==> src/inc/lscr_pkg.sv <==
// lscr_pkg: constants, field layouts and carriers of the regulator sequencing control bank
// assumes a single 40 MHz clock domain and a 16-bit plain register port
package lscr_pkg;

  localparam int ADDR_W = 16;
  localparam int DATA_W = 16;
  localparam int MV_W   = 12;
  localparam int SLOT_W = 3;
  localparam int VSEL_W = 5;
  localparam int IRQ_W  = 2;
  localparam int PIN_W  = 3;

  // register offsets
  localparam logic [ADDR_W-1:0] ADDR_CH6_SLEEP = 16'h4079;
  localparam logic [ADDR_W-1:0] ADDR_CH7_CTRL  = 16'h407a;
  localparam logic [ADDR_W-1:0] ADDR_CH7_ON    = 16'h407b;
  localparam logic [ADDR_W-1:0] ADDR_CH7_SLEEP = 16'h407c;
  localparam logic [ADDR_W-1:0] ADDR_IRQ_STAT  = 16'h4090;
  localparam logic [ADDR_W-1:0] ADDR_IRQ_CLR   = 16'h4091;
  localparam logic [ADDR_W-1:0] ADDR_IRQ_EN    = 16'h4092;

  // field positions
  localparam int SLOT_LSB   = 13;
  localparam int MODE_BIT   = 8;
  localparam int VSEL_LSB   = 0;
  localparam int UVACT_LSB  = 14;
  localparam int HWSRC_LSB  = 11;
  localparam int HWVSEL_BIT = 10;
  localparam int HWMODE_LSB = 8;
  localparam int FLT_BIT    = 7;
  localparam int SWI_BIT    = 6;
  localparam int IRQ_UV     = 0;
  localparam int IRQ_HWC    = 1;
  localparam int PIN_HWC1   = 0;
  localparam int PIN_HWC2   = 1;
  localparam int PIN_UV     = 2;

  // reset values
  localparam logic       SLP_MODE_RST = 1'b1;
  localparam logic [1:0] HWMODE_RST   = 2'b10;

  // codes
  localparam logic [1:0] UV_IGNORE  = 2'b00;
  localparam logic [1:0] UV_REG_OFF = 2'b01;
  localparam logic [1:0] UV_SYS_RST = 2'b10;
  localparam logic [1:0] HWSRC_OFF  = 2'b00;
  localparam logic [1:0] HWSRC_1    = 2'b01;
  localparam logic [1:0] HWSRC_2    = 2'b10;
  localparam logic [1:0] HWSRC_ANY  = 2'b11;
  localparam logic [1:0] HWMODE_OFF = 2'b01;
  localparam logic [1:0] HWMODE_ON  = 2'b11;
  localparam logic [2:0] SLP_TS5    = 3'b000;
  localparam logic [2:0] SLP_TS3    = 3'b110;
  localparam logic [2:0] SLP_TS1    = 3'b111;
  localparam logic [2:0] ON_NEVER   = 3'b000;
  localparam logic [2:0] ON_HWEN1   = 3'b110;
  localparam logic [2:0] ON_HWEN2   = 3'b111;
  localparam logic [2:0] SLOT_1     = 3'd1;
  localparam logic [2:0] SLOT_3     = 3'd3;
  localparam logic [2:0] SLOT_5     = 3'd5;
  localparam logic [2:0] SLOT_REV   = 3'd6;
  localparam logic [1:0] HWEN_NONE  = 2'b00;
  localparam logic [1:0] HWEN_1     = 2'b01;
  localparam logic [1:0] HWEN_2     = 2'b10;

  // voltage ladders
  localparam logic [MV_W-1:0]   CH6_BASE_MV   = 12'd900;
  localparam logic [VSEL_W-1:0] CH6_KNEE      = 5'h0e;
  localparam logic [MV_W-1:0]   CH7_BASE_MV   = 12'd1000;
  localparam logic [VSEL_W-1:0] CH7_KNEE      = 5'h0c;
  localparam logic [MV_W-1:0]   FINE_STEP_MV  = 12'd50;
  localparam logic [MV_W-1:0]   COARSE_STEP_MV = 12'd100;
  localparam logic [MV_W-1:0]   COARSE_BASE_MV = 12'd1700;

  typedef struct packed {
    logic [SLOT_W-1:0] ch6_sleep_timeslot;
    logic              ch6_sleep_lowpower;
    logic [VSEL_W-1:0] ch6_sleep_volt_code;
    logic [1:0]        ch7_uv_action;
    logic [1:0]        ch7_hwctl_source;
    logic              ch7_hwctl_volt_pick;
    logic [1:0]        ch7_hwctl_opmode;
    logic              ch7_output_float;
    logic              ch7_switch_mode;
    logic [SLOT_W-1:0] ch7_poweron_timeslot;
    logic              ch7_poweron_lowpower;
    logic [VSEL_W-1:0] ch7_poweron_volt_code;
    logic [VSEL_W-1:0] ch7_sleep_volt_code;
  } lscr_regs_t;

  typedef struct packed {
    logic              sleep_off;
    logic              sleep_enter_hw;
    logic [SLOT_W-1:0] sleep_slot;
    logic              sleep_lowpower;
    logic [MV_W-1:0]   sleep_mv;
  } lscr_ch6_out_t;

  typedef struct packed {
    logic              hwctl_active;
    logic              force_off;
    logic              lowpower;
    logic [MV_W-1:0]   volt_mv;
    logic              output_float;
    logic              switch_mode;
    logic [SLOT_W-1:0] poweron_slot;
    logic [1:0]        hwen_sel;
    logic              uv_reg_off;
    logic              sys_reset_req;
  } lscr_ch7_out_t;

  typedef struct packed {
    logic              off;
    logic [SLOT_W-1:0] slot;
  } lscr_slot_t;

  function automatic logic [MV_W-1:0] lscr_volt_mv(input logic [VSEL_W-1:0] code,
                                                   input logic [MV_W-1:0]   base,
                                                   input logic [VSEL_W-1:0] knee);
    logic [VSEL_W-1:0] above;
    above = VSEL_W'(code - knee - 5'd1);
    if (code <= knee) begin
      return MV_W'(base + FINE_STEP_MV * MV_W'(code));
    end
    return MV_W'(COARSE_BASE_MV + COARSE_STEP_MV * MV_W'(above));
  endfunction : lscr_volt_mv

  function automatic lscr_slot_t lscr_sleep_slot(input logic [SLOT_W-1:0] code);
    lscr_slot_t r;
    r.off  = 1'b0;
    r.slot = SLOT_5;
    case (code)
      SLP_TS5: r.slot = SLOT_5;
      SLP_TS3: r.slot = SLOT_3;
      SLP_TS1: r.slot = SLOT_1;
      default: begin
        r.off  = 1'b1;
        r.slot = SLOT_W'(SLOT_REV - code);
      end
    endcase
    return r;
  endfunction : lscr_sleep_slot

endpackage : lscr_pkg

==> src/verilog/lscr_regs.sv <==
// lscr_regs: sleep, control and power-on settings of two regulator channels,
// with undervoltage handling and interrupt status
// assumes a same-clock register master and asynchronous control/undervoltage pins
`timescale 1ns/100ps
module lscr_regs (
  input  wire logic                          ref_clk,
  input  wire logic                          rst_n,
  input  wire logic                          ce,
  input  wire logic [lscr_pkg::ADDR_W-1:0]   reg_addr,
  input  wire logic [lscr_pkg::DATA_W-1:0]   reg_wdata,
  input  wire logic                          reg_wr,
  input  wire logic                          reg_rd,
  output logic      [lscr_pkg::DATA_W-1:0]   reg_rdata,
  input  wire logic                          ch6_hwen_assigned,
  input  wire logic                          hwctl1_pin,
  input  wire logic                          hwctl2_pin,
  input  wire logic                          ch7_uv_pin,
  output lscr_pkg::lscr_ch6_out_t            ch6_out,
  output lscr_pkg::lscr_ch7_out_t            ch7_out,
  output logic                               irq
);
  import lscr_pkg::*;

  typedef struct packed {
    lscr_regs_t        regs;
    logic [IRQ_W-1:0]  irq_stat;
    logic [IRQ_W-1:0]  irq_en;
    logic              irq;
    logic              uv_prev;
    logic              hw_prev;
    logic [DATA_W-1:0] rdata;
    lscr_ch6_out_t     ch6;
    lscr_ch7_out_t     ch7;
  } lscr_state_t;

  localparam lscr_regs_t REGS_RST = '{
    ch6_sleep_lowpower:  SLP_MODE_RST,
    ch7_hwctl_opmode:    HWMODE_RST,
    default:             '0
  };

  lscr_state_t     s_q;
  lscr_state_t     s_d;
  logic [PIN_W-1:0] pins_sync;

  // pins come from outside the clock domain
  lscr_sync #(
    .WIDTH (PIN_W)
  ) i_lscr_sync (
    .ref_clk   (ref_clk),
    .rst_n     (rst_n),
    .ce        (ce),
    .pin_async ({ch7_uv_pin, hwctl2_pin, hwctl1_pin}),
    .pin_sync  (pins_sync)
  );

  // read-back image: only defined fields, everything else zero
  function automatic logic [DATA_W-1:0] read_word(input lscr_regs_t r,
                                                  input logic [ADDR_W-1:0] a,
                                                  input logic [IRQ_W-1:0] st,
                                                  input logic [IRQ_W-1:0] en);
    logic [DATA_W-1:0] w;
    w = '0;
    case (a)
      ADDR_CH6_SLEEP: begin
        w[SLOT_LSB +: SLOT_W] = r.ch6_sleep_timeslot;
        w[MODE_BIT]           = r.ch6_sleep_lowpower;
        w[VSEL_LSB +: VSEL_W] = r.ch6_sleep_volt_code;
      end
      ADDR_CH7_CTRL: begin
        w[UVACT_LSB +: 2]  = r.ch7_uv_action;
        w[HWSRC_LSB +: 2]  = r.ch7_hwctl_source;
        w[HWVSEL_BIT]      = r.ch7_hwctl_volt_pick;
        w[HWMODE_LSB +: 2] = r.ch7_hwctl_opmode;
        w[FLT_BIT]         = r.ch7_output_float;
        w[SWI_BIT]         = r.ch7_switch_mode;
      end
      ADDR_CH7_ON: begin
        w[SLOT_LSB +: SLOT_W] = r.ch7_poweron_timeslot;
        w[MODE_BIT]           = r.ch7_poweron_lowpower;
        w[VSEL_LSB +: VSEL_W] = r.ch7_poweron_volt_code;
      end
      ADDR_CH7_SLEEP: w[VSEL_LSB +: VSEL_W] = r.ch7_sleep_volt_code;
      ADDR_IRQ_STAT:  w[IRQ_W-1:0] = st;
      ADDR_IRQ_EN:    w[IRQ_W-1:0] = en;
      default:        w = '0;
    endcase
    return w;
  endfunction : read_word

  // hardware control input selection
  function automatic logic hw_asserted(input logic [1:0] src,
                                       input logic       h1,
                                       input logic       h2);
    case (src)
      HWSRC_OFF: return 1'b0;
      HWSRC_1:   return h1;
      HWSRC_2:   return h2;
      HWSRC_ANY: return h1 | h2;
      default:   return 1'b0;
    endcase
  endfunction : hw_asserted

  logic              uv_now;
  logic              uv_edge;
  logic              hw_act;
  logic              hw_change;
  logic [VSEL_W-1:0] ch7_code;
  logic [IRQ_W-1:0]  evt;
  logic [IRQ_W-1:0]  clr;
  lscr_slot_t        ch6_slot;

  always_comb begin
    s_d       = s_q;
    uv_now    = pins_sync[PIN_UV];
    uv_edge   = uv_now & ~s_q.uv_prev;
    hw_act    = hw_asserted(s_q.regs.ch7_hwctl_source,
                            pins_sync[PIN_HWC1], pins_sync[PIN_HWC2]);
    hw_change = hw_act ^ s_q.hw_prev;
    evt       = '0;
    clr       = '0;
    ch6_slot  = lscr_sleep_slot(s_q.regs.ch6_sleep_timeslot);
    ch7_code  = s_q.regs.ch7_poweron_volt_code;

    if (ce) begin
      s_d.uv_prev = uv_now;
      s_d.hw_prev = hw_act;

      // register writes; bits outside the fields are dropped
      if (reg_wr) begin
        case (reg_addr)
          ADDR_CH6_SLEEP: begin
            s_d.regs.ch6_sleep_timeslot  = reg_wdata[SLOT_LSB +: SLOT_W];
            s_d.regs.ch6_sleep_lowpower  = reg_wdata[MODE_BIT];
            s_d.regs.ch6_sleep_volt_code = reg_wdata[VSEL_LSB +: VSEL_W];
          end
          ADDR_CH7_CTRL: begin
            s_d.regs.ch7_uv_action       = reg_wdata[UVACT_LSB +: 2];
            s_d.regs.ch7_hwctl_source    = reg_wdata[HWSRC_LSB +: 2];
            s_d.regs.ch7_hwctl_volt_pick = reg_wdata[HWVSEL_BIT];
            s_d.regs.ch7_hwctl_opmode    = reg_wdata[HWMODE_LSB +: 2];
            s_d.regs.ch7_output_float    = reg_wdata[FLT_BIT];
            s_d.regs.ch7_switch_mode     = reg_wdata[SWI_BIT];
          end
          ADDR_CH7_ON: begin
            s_d.regs.ch7_poweron_timeslot  = reg_wdata[SLOT_LSB +: SLOT_W];
            s_d.regs.ch7_poweron_lowpower  = reg_wdata[MODE_BIT];
            s_d.regs.ch7_poweron_volt_code = reg_wdata[VSEL_LSB +: VSEL_W];
          end
          ADDR_CH7_SLEEP: s_d.regs.ch7_sleep_volt_code = reg_wdata[VSEL_LSB +: VSEL_W];
          ADDR_IRQ_CLR:   clr = reg_wdata[IRQ_W-1:0];
          ADDR_IRQ_EN:    s_d.irq_en = reg_wdata[IRQ_W-1:0];
          default:        ;
        endcase
      end

      // read data stands only in the cycle after the strobe
      s_d.rdata = reg_rd ? read_word(s_q.regs, reg_addr, s_q.irq_stat, s_q.irq_en)
                         : '0;

      // channel a sleep outputs
      s_d.ch6.sleep_slot     = ch6_slot.slot;
      s_d.ch6.sleep_off      = ch6_slot.off & ~ch6_hwen_assigned;
      s_d.ch6.sleep_enter_hw = ch6_slot.off & ch6_hwen_assigned;
      s_d.ch6.sleep_lowpower = s_q.regs.ch6_sleep_lowpower;
      s_d.ch6.sleep_mv       = lscr_volt_mv(s_q.regs.ch6_sleep_volt_code,
                                            CH6_BASE_MV, CH6_KNEE);

      // channel b voltage and mode under hardware control
      if (hw_act && s_q.regs.ch7_hwctl_volt_pick) begin
        ch7_code = s_q.regs.ch7_sleep_volt_code;
      end
      s_d.ch7.hwctl_active = hw_act;
      s_d.ch7.volt_mv      = lscr_volt_mv(ch7_code, CH7_BASE_MV, CH7_KNEE);
      if (hw_act) begin
        s_d.ch7.lowpower = (s_q.regs.ch7_hwctl_opmode == HWMODE_ON) ?
                           s_q.regs.ch7_poweron_lowpower : 1'b1;
      end else begin
        s_d.ch7.lowpower = s_q.regs.ch7_poweron_lowpower;
      end
      s_d.ch7.output_float = s_q.regs.ch7_output_float;
      s_d.ch7.switch_mode  = s_q.regs.ch7_switch_mode;

      // power-on slot or hardware enable hand-over
      case (s_q.regs.ch7_poweron_timeslot)
        ON_NEVER: begin
          s_d.ch7.poweron_slot = '0;
          s_d.ch7.hwen_sel     = HWEN_NONE;
        end
        ON_HWEN1: begin
          s_d.ch7.poweron_slot = '0;
          s_d.ch7.hwen_sel     = HWEN_1;
        end
        ON_HWEN2: begin
          s_d.ch7.poweron_slot = '0;
          s_d.ch7.hwen_sel     = HWEN_2;
        end
        default: begin
          s_d.ch7.poweron_slot = s_q.regs.ch7_poweron_timeslot;
          s_d.ch7.hwen_sel     = HWEN_NONE;
        end
      endcase

      // undervoltage response; reserved action behaves as ignore
      s_d.ch7.sys_reset_req = uv_edge && (s_q.regs.ch7_uv_action == UV_SYS_RST);
      if (uv_edge && (s_q.regs.ch7_uv_action == UV_REG_OFF)) begin
        s_d.ch7.uv_reg_off = 1'b1;
      end else if (clr[IRQ_UV]) begin
        s_d.ch7.uv_reg_off = 1'b0;
      end
      // a shutdown latched by undervoltage holds until software clears the event
      s_d.ch7.force_off = s_d.ch7.uv_reg_off |
                          (hw_act && (s_q.regs.ch7_hwctl_opmode == HWMODE_OFF));

      // sticky status: a new event wins over a clear in the same cycle
      evt[IRQ_UV]  = uv_edge;
      evt[IRQ_HWC] = hw_change;
      s_d.irq_stat = (s_q.irq_stat & ~clr) | evt;
      s_d.irq      = |(s_d.irq_stat & s_d.irq_en);
    end
  end

  always_ff @(posedge ref_clk) begin
    if (!rst_n) begin
      s_q      <= '0;
      s_q.regs <= REGS_RST;
    end else begin
      s_q <= s_d;
    end
  end

  assign reg_rdata = s_q.rdata;
  assign ch6_out   = s_q.ch6;
  assign ch7_out   = s_q.ch7;
  assign irq       = s_q.irq;

endmodule : lscr_regs

==> src/verilog/lscr_sync.sv <==
// lscr_sync: two-flop synchroniser for a bundle of asynchronous pins
// assumes the pins are independent levels; no bus coherence across bits
`timescale 1ns/100ps
module lscr_sync #(
  parameter int WIDTH = 3
) (
  input  wire logic             ref_clk,
  input  wire logic             rst_n,
  input  wire logic             ce,
  input  wire logic [WIDTH-1:0] pin_async,
  output logic      [WIDTH-1:0] pin_sync
);
  import lscr_pkg::*;

  typedef struct packed {
    logic [WIDTH-1:0] meta;
    logic [WIDTH-1:0] stable;
  } lscr_sync_state_t;

  lscr_sync_state_t s_q;
  lscr_sync_state_t s_d;

  always_comb begin
    s_d = s_q;
    if (ce) begin
      s_d.meta   = pin_async;
      s_d.stable = s_q.meta;
    end
  end

  always_ff @(posedge ref_clk) begin
    if (!rst_n) begin
      s_q <= '0;
    end else begin
      s_q <= s_d;
    end
  end

  // only the second stage leaves the module
  assign pin_sync = s_q.stable;

endmodule : lscr_sync

==> config.mk <==
export PLATFORM = sky130hd
export DESIGN_NAME = lscr_regs
export DESIGN_NICKNAME = d
export VERILOG_FILES = /design/src/inc/lscr_pkg.sv /design/src/verilog/lscr_regs.sv /design/src/verilog/lscr_sync.sv
export SDC_FILE = /design/constraint.sdc
export NUM_CORES = 1
export LEC_CHECK = 0
export BUFFER_PORTS_ARGS = -buffer_cell sky130_fd_sc_hd__buf_2
export CORE_ASPECT_RATIO = 0.8
export CORE_MARGIN = 1.5
export CORE_UTILIZATION = 50
export CTS_CLUSTER_SIZE = 28
export DETAILED_ROUTE_END_ITERATION = 7
export MAX_ROUTING_LAYER = met4
export PLACE_DENSITY_LB_ADDON = 0.2
export SETUP_SLACK_MARGIN = 0.4
export SYNTH_ARGS = -nofsm -noshare
export SYNTH_HDL_FRONTEND = slang
export SYNTH_SLANG_ARGS = --single-unit
==> constraint.sdc <==
create_clock -name ref_clk -period 5.55 [get_ports ref_clk]
set_clock_uncertainty 0.05 [all_clocks]
set_input_delay 1.11 -clock ref_clk [delete_from_list [all_inputs] [get_ports ref_clk]]
set_output_delay 1.11 -clock ref_clk [all_outputs]
set_load 0.01 [all_outputs]
======== Word level (Yosys, flattened, before mapping) ========
Cells that the tools add are included.
operators by class
  add/subtract/negate cells ............... 9
  multipliers ............................. 4
  order comparisons ....................... 2
  equal/unequal tests ..................... 18
  multiplexer cells ....................... 33
  bitwise operators ....................... 12
  reduce and logical (&&, ||, !) cells .... 13
operators with widths
  kind                                                                              count
  16-bit by 15-bit equality test with 1-bit output, second input constant           7
  12-bit 2-to-1 mux                                                                 4
  5-bit by 5-bit multiplier with 10-bit output, first input constant                4
  10-bit by 11-bit adder with 12-bit output, first input constant                   2
  11-bit by 12-bit adder with 12-bit output, first input constant                   2
  3-bit one-hot mux with 3 select lines                                             2
  16-bit 2-to-1 mux                                                                 1
  5-bit one-hot mux with 3 select lines                                             1
  2-bit 2-to-1 mux                                                                  7
  3-bit equality test, second input constant                                        4
  3-bit AND reduction                                                               4
  5-bit by 4-bit less-or-equal comparator with 1-bit output, second input constant  2
  1-bit 2-to-1 mux                                                                  10
  5-bit 2-to-1 mux                                                                  2
  2-bit one-hot mux with 5 select lines                                             1
  5-bit by 1-bit subtractor with 5-bit output, second input constant                2
  5-bit by 4-bit subtractor with 5-bit output, second input constant                2
  2-bit equality test, second input constant                                        4
  2-bit by 1-bit equality test with 1-bit output, second input constant             3
  3-bit logical NOT                                                                 2
  2-bit one-hot mux with 3 select lines                                             1
  2-bit bitwise AND                                                                 2
  1-bit logical AND                                                                 4
  4-bit 2-to-1 mux                                                                  1
  13 further kinds                                                                  17
storage, ports and cells
  register bits ........................... 102
  input bits .............................. 41
  output and inout port bits .............. 59
  word-level logic and storage cells ...... 126

======== Logic depth before layout (Yosys ltp) ========
Gate-level depths: netlist of the first run.
  word-level depth ........................ 10
  gate-level depth with buffers ........... 21
  depth with buffers taken out ............ 21

======== By module ========
From an unflattened synthesis of the first run, not the netlist that was laid out.
second synthesis, totals
  cells, all modules ...................... 820
  area total of the unflattened synthesis .. 6,834.1 um^2
by module, submodules not included
  module     times used  cells each  area an instance (um^2)  seq. area each (um^2)
  lscr_regs  1           798         6,582.6                  1,861.8
  lscr_sync  1           22          251.5                    120.1

======== Least setup slack after synthesis of the first run ========
OpenSTA, ideal clock, no wires.
  path type ............................... register to register
  start point ............................. register s_q[84] (netlist bit)
  end point ............................... register s_q (netlist bit ch7_out[20])
  setup time .............................. 133 ps
  data arrival time ....................... 4,390 ps
  required time ........................... 5,367 ps
  path slack .............................. 977 ps
  cell stages (with the launch flop) ...... 21
  buffers on the path ..................... 0
  clock period less this slack ............ 4,573 ps
  cells stage by stage .................... dfxtp_1 -> a22oi_2 -> nor2_2 -> mux2i_1 -> inv_1 -> ha_1 -> o21ai_0 -> xor2_1 -> nand2_1 -> o21ai_0 -> ha_1 -> ha_1 -> ha_1 -> fa_1 -> xnor2_1 -> o21bai_1 -> or3b_2 -> o221ai_1 -> a21oi_1 -> mux2i_1 -> a21oi_1
on the way
  word-level cells in the longest chain between the ends .. 10
  elaborated cells between the ends (all ways) .. 19
  classes of those cells .................. add/sub (4); mul (2); order compare (1); eq/ne (3); mux (7); reduce/logical (2)
RTL lines
  element                                            RTL line          source
  start, declared                                    lscr_regs.sv:42   lscr_state_t s_q;
  2-bit equality test, or another cell as far along  lscr_regs.sv:95   case (src)
  1-bit one-hot mux with 4 select lines (*)          lscr_regs.sv:95
  1-bit logical AND (*)                              lscr_regs.sv:170  if (hw_act && s_q.regs.ch7_hwctl_volt_pick) begin
  5-bit 2-to-1 mux (*)                               lscr_regs.sv:170
  5-bit 2-to-1 mux (*)                               lscr_regs.sv:125  if (ce) begin
  5-bit by 4-bit subtractor with 5-bit output        lscr_pkg.sv:121   above = VSEL_W'(code - knee - 5'd1);
  5-bit by 1-bit subtractor with 5-bit output        lscr_pkg.sv:121
  5-bit by 5-bit multiplier with 10-bit output       lscr_pkg.sv:125   return MV_W'(COARSE_BASE_MV + COARSE_STEP_MV * MV_W'(above));
  11-bit by 12-bit adder with 12-bit output          lscr_pkg.sv:125
  12-bit 2-to-1 mux (*)                              lscr_pkg.sv:125
Every way passes the cells marked *; elsewhere a longest branch is shown, timed or not. The select of a mux whose other input is x is not followed.
A chain may end at the register's enable or synchronous reset.

======== Final worst setup path of the first run ========
Ends and elaborated chain as after synthesis.

==> impl_metrics.env, run 1 <==
export IMPL_outcome="finished, final reports clean"
export IMPL_setup_violations_final=0
export IMPL_fmax_ghz=0.204
export IMPL_coreArea_um2=13000
export IMPL_initialDrtViolationCount=265
export IMPL_syn_area_per_cell_um2=8.47
export IMPL_drcViolationCount=0
export IMPL_critPathMaxStageDelay_ns=0.46
export IMPL_async_flop_share_pct=0
export IMPL_clk_pin_slew_ns=0.07
export IMPL_cts_buffers=9
export IMPL_dr_pass1_iters=4
export IMPL_drt_vias_per_instance=5.44
export IMPL_clkLatencyLatePin_ns=0.34
export IMPL_overflow=0
export IMPL_crit_path_end_kind="flip-flop"
export IMPL_worstMarginPinSlew_ns=1.03
export IMPL_antenna_found_initial=0
export IMPL_crit_chain="a22oi_2, nor2_4, mux2i_2, inv_1, ha_1, or2_2, o211ai_1, o21ai_1, and2_1, nor2_1, ha_1, ha_1, xnor2_1, o21bai_1, or3b_2, o221ai_1, a21oi_1, mux2i_1, a21oi_1"
export IMPL_fin_crit_sh_pct=88.4
export IMPL_hold_viol_final=0
export IMPL_grt_max_degree=55
export IMPL_post_dp_cell_area_um2=6930
export IMPL_crit_family="simple AND/OR/NAND/NOR gates"
export IMPL_n_fill_cell=1211
export IMPL_crit_path_frequent_cell="ha_1"
export IMPL_path_buf_inv=1
export IMPL_yosys_warnings=0
export IMPL_tns_ns=0
export IMPL_diodes=0
export IMPL_critical_path_class="reg2reg"
export IMPL_fin_crit_ns=4.91
export IMPL_synth_seq_cells=99
export IMPL_grt_pass1_vias=5404
export IMPL_cts_root_buf="clkbuf_16"
export IMPL_cts_path_max_buffers=2
export IMPL_start_kind="flip-flop"
export IMPL_cap_viol_max_count=0
export IMPL_critPathRequiredTime_ns=5.70
export IMPL_dr_total_vias=5469
export IMPL_fp_dieArea_um2=14200
export IMPL_wl_per_cell_um=15.9
export IMPL_synth_area_um2=6750
export IMPL_pin_count=100
export IMPL_io_buffers=95
export IMPL_synthToLayoutAreaGrowth_pct=8.13
export IMPL_crit_arrival_ns=5.06
export IMPL_synth_cells=797
export IMPL_fin_nets=935
export IMPL_synth_seq_area_share_pct=29.3
export IMPL_drv_slew=0
export IMPL_tritoncts="done"
export IMPL_hold_class="reg2reg"
export IMPL_ys_flop_type="dfxtp_1"
export IMPL_leakage_nw=3.33
export IMPL_wl_mm=16.0
export IMPL_antenna_left=0
export IMPL_grtUsageTotal_pct=23.4
export IMPL_rows=37
export IMPL_rsz0062_at_grt="false"
export IMPL_slew_headroom_pct=30.9
export IMPL_dp_final_hpwl_mm=12.0
export IMPL_cp_slowest_cell="or3b_2"
export IMPL_synth_edf_count=0
export IMPL_grt_pass1_wl_mm=26.2
export IMPL_die_x_um=133
export IMPL_gp_congestion=0.875
export IMPL_fin_area_um2=7300
export IMPL_floorplan_die_height_um=107
export IMPL_cts_sinks=99
export IMPL_fin_util_pct=56.1
export IMPL_drive_gt1_share_pct=17.7
export IMPL_ir_drop_uv=161
export IMPL_start_util_pct=51.9
export IMPL_synth_cell_type_count=71
export IMPL_h_tree_depth=3
export IMPL_crit_fanout=6
export IMPL_power_density_nw_per_um2=199
metal layers:
metal | track usage, % | vias up | share of wire, %
li1 | - | 2775 | -
met1 | 30.7 | 2533 | 49
met2 | 37.7 | 145 | 45
met3 | 3.74 | 16 | 4.8
met4 | 6.36 | 0 | 1.5
met5 | - | - | 0
cell families (layout without fill, tap and decap cells):
group                    after synthesis  count (layout)  synth area share (%)
AO/OA/AOI/OAI                        157             157                  15.2
buffers and inverters                128             160                  10.6
other                                  1               3                0.0555
AND/OR/NAND/NOR                      233             233                  16.2
flip-flops                            99              99                  29.3
XOR/XNOR                              50              50                  6.48
multiplexers                          61              61                  9.13
adder cells (fa/ha/maj)               68              68                  13.0
flip-flops by register name, indices dropped and copies added, names as in the netlist:
name	flops
ch7_out	23
irq	1
i_lscr_sync.pin_sync	3
s_q	37
reg_rdata	15
i_lscr_sync.s_q	3
ch6_out	17
what timing repair did:
action                                  in CTS  in global routing
gates resized for setup                      2                  7
pin swaps                                    0                  4
endpoints found under the setup margin       1                  2
setup buffers                                0                  7
hold buffers                                 0                  0
metrics by stage:
step / power, mW / hold WS (ns) / instances / setup slack [ns]
after floorplan: 0.814 / 0.391 / 799 / 0.977
after global placement: 0.840 / 0.395 / 983 / 0.555
after detailed placement: 0.841 / 0.400 / 983 / 0.386
after CTS: 1.47 / 0.411 / 999 / 0.522
after global routing: 1.51 / 0.437 / 1006 / 0.363
final: 1.46 / 0.409 / 1006 / 0.643
cell type report:
type,instances,area (µm²),share of cell area [%]
tap,175,219,3.00
multi-input combinational,572,4100,56.1
timing repair buffer,108,573,7.85
clock inverter,5,61.3,0.839
sequential,99,1980,27.1
inverter,36,135,1.85
clock buffer,11,233,3.19
worst register-to-register path, stage by stage, from the launching register on:
cell and delay [ns]:
dfxtp_1 0.40, a22oi_2 0.15, nor2_4 0.28, mux2i_2 0.34
inv_1 0.13, ha_1 0.27, or2_2 0.30, o211ai_1 0.28
o21ai_1 0.19, and2_1 0.21, nor2_1 0.13, ha_1 0.25
ha_1 0.35, xnor2_1 0.19, o21bai_1 0.24, or3b_2 0.46
o221ai_1 0.19, a21oi_1 0.08, mux2i_1 0.18, a21oi_1 0.09
placed cells by master, fill, tap and decap left out, types with 10 or more instances in the layout:
master      n
xor2_1     18
buf_4      13
ha_1       64
nand3_1    10
a211oi_1   11
dfxtp_1    99
o21ai_0    31
buf_2      95
mux2i_1    53
nand2_1    50
a22oi_1    10
xnor2_1    32
nor2_1    110
inv_1      34
a21oi_1    45
synthesized netlist by cell type (2+ instances only):
cell       number  area, µm²
o21a_1          2       15.0
a21o_1          7       52.6
mux2i_1        56        561
and3_1          2       12.5
a22o_1          3       26.3
nor4_1          2       12.5
clkbuf_1       25       93.8
nand4b_1        2       17.5
a221oi_1        2       17.5
nand3_1        10       50.1
a2bb2oi_1       5       43.8
a211oi_1       12       90.1
nor2_2          2       12.5
a222oi_1        3       30.0
nor2b_1         7       43.8
dfxtp_1        99       1980
nand3b_1        4       30.0
or2_2           2       12.5
nor3_2          2       20.0
xnor2_1        32        280
buf_4          60        450
buf_1           5       18.8
o211ai_1        8       60.1
fa_1            4       80.1
a21oi_1        45        225
o21ai_0        33        165
nand2_1        50        188
a22oi_1        10       75.1
nand2b_1        5       31.3
nor3_1          9       45.0
o2bb2ai_1       4       35.0
ha_1           64        801
and2_1          8       50.1
mux2_2          5       56.3
nor2_1        110        413
o211a_1         2       20.0
inv_1          36        135
xor2_1         18        158
nand4_1         5       31.3
a31oi_1         6       37.5
path summary, 6_finish.rpt:
| check | slack [ns] | cells after the start | start | endpoint |
|---|---|---|---|---|
| max | 0.64 | 19 | s_q[84] | ch7_out[20] |
| min | 0.41 | 2 | ch7_out[0] | ch7_out[0] |
| max reg2reg | 0.64 | 19 | s_q[84] | ch7_out[20] |
| min reg2reg | 0.41 | 2 | ch7_out[0] | ch7_out[0] |
power by group:
group / leakage, nW / internal (mW) / switching [mW] / total, mW
registers: 0.805 / 0.724 / 0.00839 / 0.732
clock network: 0.132 / 0.352 / 0.279 / 0.631
logic: 2.39 / 0.0343 / 0.0589 / 0.0932
total: 3.33 / 1.11 / 0.346 / 1.46
No activity file was read; power rests on OpenSTA's default activity.
==> run 2, diff against run 1 <==
--- a/config.mk
+++ b/config.mk
@@ -7,7 +7,7 @@
 export LEC_CHECK = 0
 export BUFFER_PORTS_ARGS = -buffer_cell sky130_fd_sc_hd__buf_2
 export CORE_ASPECT_RATIO = 0.8
-export CORE_MARGIN = 1.5
+export CORE_MARGIN = 2
 export CORE_UTILIZATION = 50
 export CTS_CLUSTER_SIZE = 28
 export DETAILED_ROUTE_END_ITERATION = 7
==> impl_metrics.env, run 2 (synthesized netlist as in run 1, its figures left out) <==
export IMPL_start_kind="flip-flop"
export IMPL_r2r_start="s_q[84]"
export IMPL_cts_path_max_buffers=2
export IMPL_wl_per_cell_um=15.9
export IMPL_grt_max_degree=70
export IMPL_power_density_nw_per_um2=205
export IMPL_largest_register_ffs=37
export IMPL_power_share_combinational_pct=6.2
export IMPL_dp_final_hpwl_mm=11.8
export IMPL_crit_family="simple AND/OR/NAND/NOR gates"
export IMPL_overflow=0
export IMPL_clk_pin_slew_ns=0.07
export IMPL_met2_length_mm=7.27
export IMPL_crit_path_frequent_cell="ha_1"
export IMPL_fp_dieArea_um2=14500
export IMPL_fin_crit_sh_pct=86.9
export IMPL_wl_met1_mm=7.83
export IMPL_crit_path_end_kind="flip-flop"
export IMPL_outcome="finished, final reports clean"
export IMPL_floorplan_die_height_um=108
export IMPL_fin_area_um2=7320
export IMPL_leakage_nw=3.34
export IMPL_final_common_cell="nor2_1"
export IMPL_path_buf_inv=1
export IMPL_hold_slack_ns=0.411
export IMPL_ir_drop_uv=146
export IMPL_tns_ns=0
export IMPL_coreArea_um2=13000
export IMPL_gp_congestion=0.883
export IMPL_power_switching_uw=351
export IMPL_p_clk_share_pct=45.1
export IMPL_hold_viol_final=0
export IMPL_grtUsageTotal_pct=23.2
export IMPL_cp_slowest_cell="or3b_2"
export IMPL_diodes=0
export IMPL_critPathMaxStageDelay_ns=0.47
export IMPL_cts_buffers=9
export IMPL_mostFrequentLayoutCells="nor2_1 (110), dfxtp_1 (98), buf_2 (95), ha_1 (63), mux2i_1 (53)"
export IMPL_cts_root_buf="clkbuf_16"
export IMPL_cellInternalPower_mw=1.15
export IMPL_drt_vias_per_instance=5.49
export IMPL_swShare_pct=23.4
export IMPL_clkLatencyLatePin_ns=0.35
export IMPL_wl_mm=16.0
export IMPL_start_util_pct=51.9
export IMPL_dr_total_vias=5515
export IMPL_dr_pass1_iters=5
export IMPL_worstMarginPinSlew_ns=1.02
export IMPL_grt_pass1_wl_mm=25.9
export IMPL_dr_wl_met3_um=670
export IMPL_grt_pass1_vias=5244
export IMPL_critPathRequiredTime_ns=5.70
export IMPL_die_x_um=134
export IMPL_fin_crit_ns=4.82
export IMPL_post_dp_cell_area_um2=6930
export IMPL_cts_sinks=99
export IMPL_fin_nets=934
export IMPL_critical_path_class="reg2reg"
export IMPL_tritoncts="done"
export IMPL_largest_register="s_q"
export IMPL_crit_fanout=6
export IMPL_cp_startpoint="s_q[84]"
export IMPL_h_tree_depth=3
export IMPL_fmax_ghz=0.207
export IMPL_seqPwrFrac_pct=48.7
export IMPL_drv_slew=0
export IMPL_drive_gt1_share_pct=18.1
export IMPL_initialDrtViolationCount=289
export IMPL_hold_class="reg2reg"
export IMPL_io_buffers=95
export IMPL_crit_arrival_ns=4.98
export IMPL_setup_violations_final=0
export IMPL_cts_hold_buf=0
export IMPL_hold_start="ch7_out[10]"
export IMPL_rsz0062_at_grt="false"
export IMPL_slew_headroom_pct=31.9
export IMPL_cap_viol_max_count=0
export IMPL_antenna_left=0
export IMPL_drcViolationCount=0
export IMPL_highest_layer="met4"
export IMPL_antenna_found_initial=0
export IMPL_power_total_mw=1.50
export IMPL_crit_chain="a22oi_2, nor2_4, mux2i_2, inv_1, ha_1, or2_2, o211ai_1, o21ai_1, and2_1, nor2_1, ha_1, ha_1, xnor2_1, o21bai_1, or3b_2, o221ai_1, a21oi_1, mux2i_1, a21oi_1"
export IMPL_pin_count=100
export IMPL_rows=37
export IMPL_synthToLayoutAreaGrowth_pct=8.45
[run 2: path summary, 6_finish.rpt]
path                               endpoint  slack, ns  cells after the start
worst min register to register  ch7_out[10]       0.41                      2
worst max-delay path            ch7_out[20]       0.73                     19
worst min-delay path            ch7_out[10]       0.41                      2
worst max register to register  ch7_out[20]       0.73                     19
[run 2: worst reg2reg max path, cell delays in order, from the launching register on]
cell and delay (ns):
dfxtp_1 0.40, a22oi_2 0.16, nor2_4 0.27, mux2i_2 0.31
inv_1 0.13, ha_1 0.27, or2_2 0.29, o211ai_1 0.27
o21ai_1 0.19, and2_1 0.21, nor2_1 0.11, ha_1 0.24
ha_1 0.35, xnor2_1 0.19, o21bai_1 0.25, or3b_2 0.47
o221ai_1 0.19, a21oi_1 0.08, mux2i_1 0.17, a21oi_1 0.08
[run 2: final cells by class]
| class | instances | area (µm²) |
|---|---|---|
| multi-input combinational | 572 | 4110 |
| clock inverter | 6 | 88.8 |
| tap | 175 | 219 |
| fill | 1199 | 5680 |
| inverter | 36 | 135 |
| sequential | 99 | 1980 |
| clock buffer | 9 | 225 |
| timing repair buffer | 107 | 566 |
[run 2: metrics by stage]
step / cells / util, % / setup WS (ns)
after floorplan: 799 / - / 0.977
after global placement: 983 / 53.2 / 0.561
after detailed placement: 983 / 53.2 / 0.402
after CTS: 998 / 55.7 / 0.445
after global routing: 1004 / 56.3 / 0.440
final: 1004 / 56.3 / 0.726
[run 2: power by group through the flow]
stage / Clock (mW) / Sequential (mW) / Combinational [mW]
floorplan: 0 / 0.746 / 0.0684
global placement: 0 / 0.748 / 0.0924
detailed placement: 0 / 0.748 / 0.0937
CTS: 0.685 / 0.732 / 0.0939
global route: 0.712 / 0.733 / 0.103
finish: 0.678 / 0.732 / 0.0933
[run 2: repair_timing]
item | in CTS | in global routing
cloned | 0 | 0
setup buffers | 0 | 6
endpoints found under the setup margin | 1 | 3
gates resized for setup | 1 | 11
pin swaps | 0 | 3
[run 2: routing by layer]
metal  track usage (%)  vias to the layer above
met4              6.76                        0
met1              31.0                     2599
li1                  -                     2764
met5                 -                        -
met2              36.4                      135
met3              3.75                       17
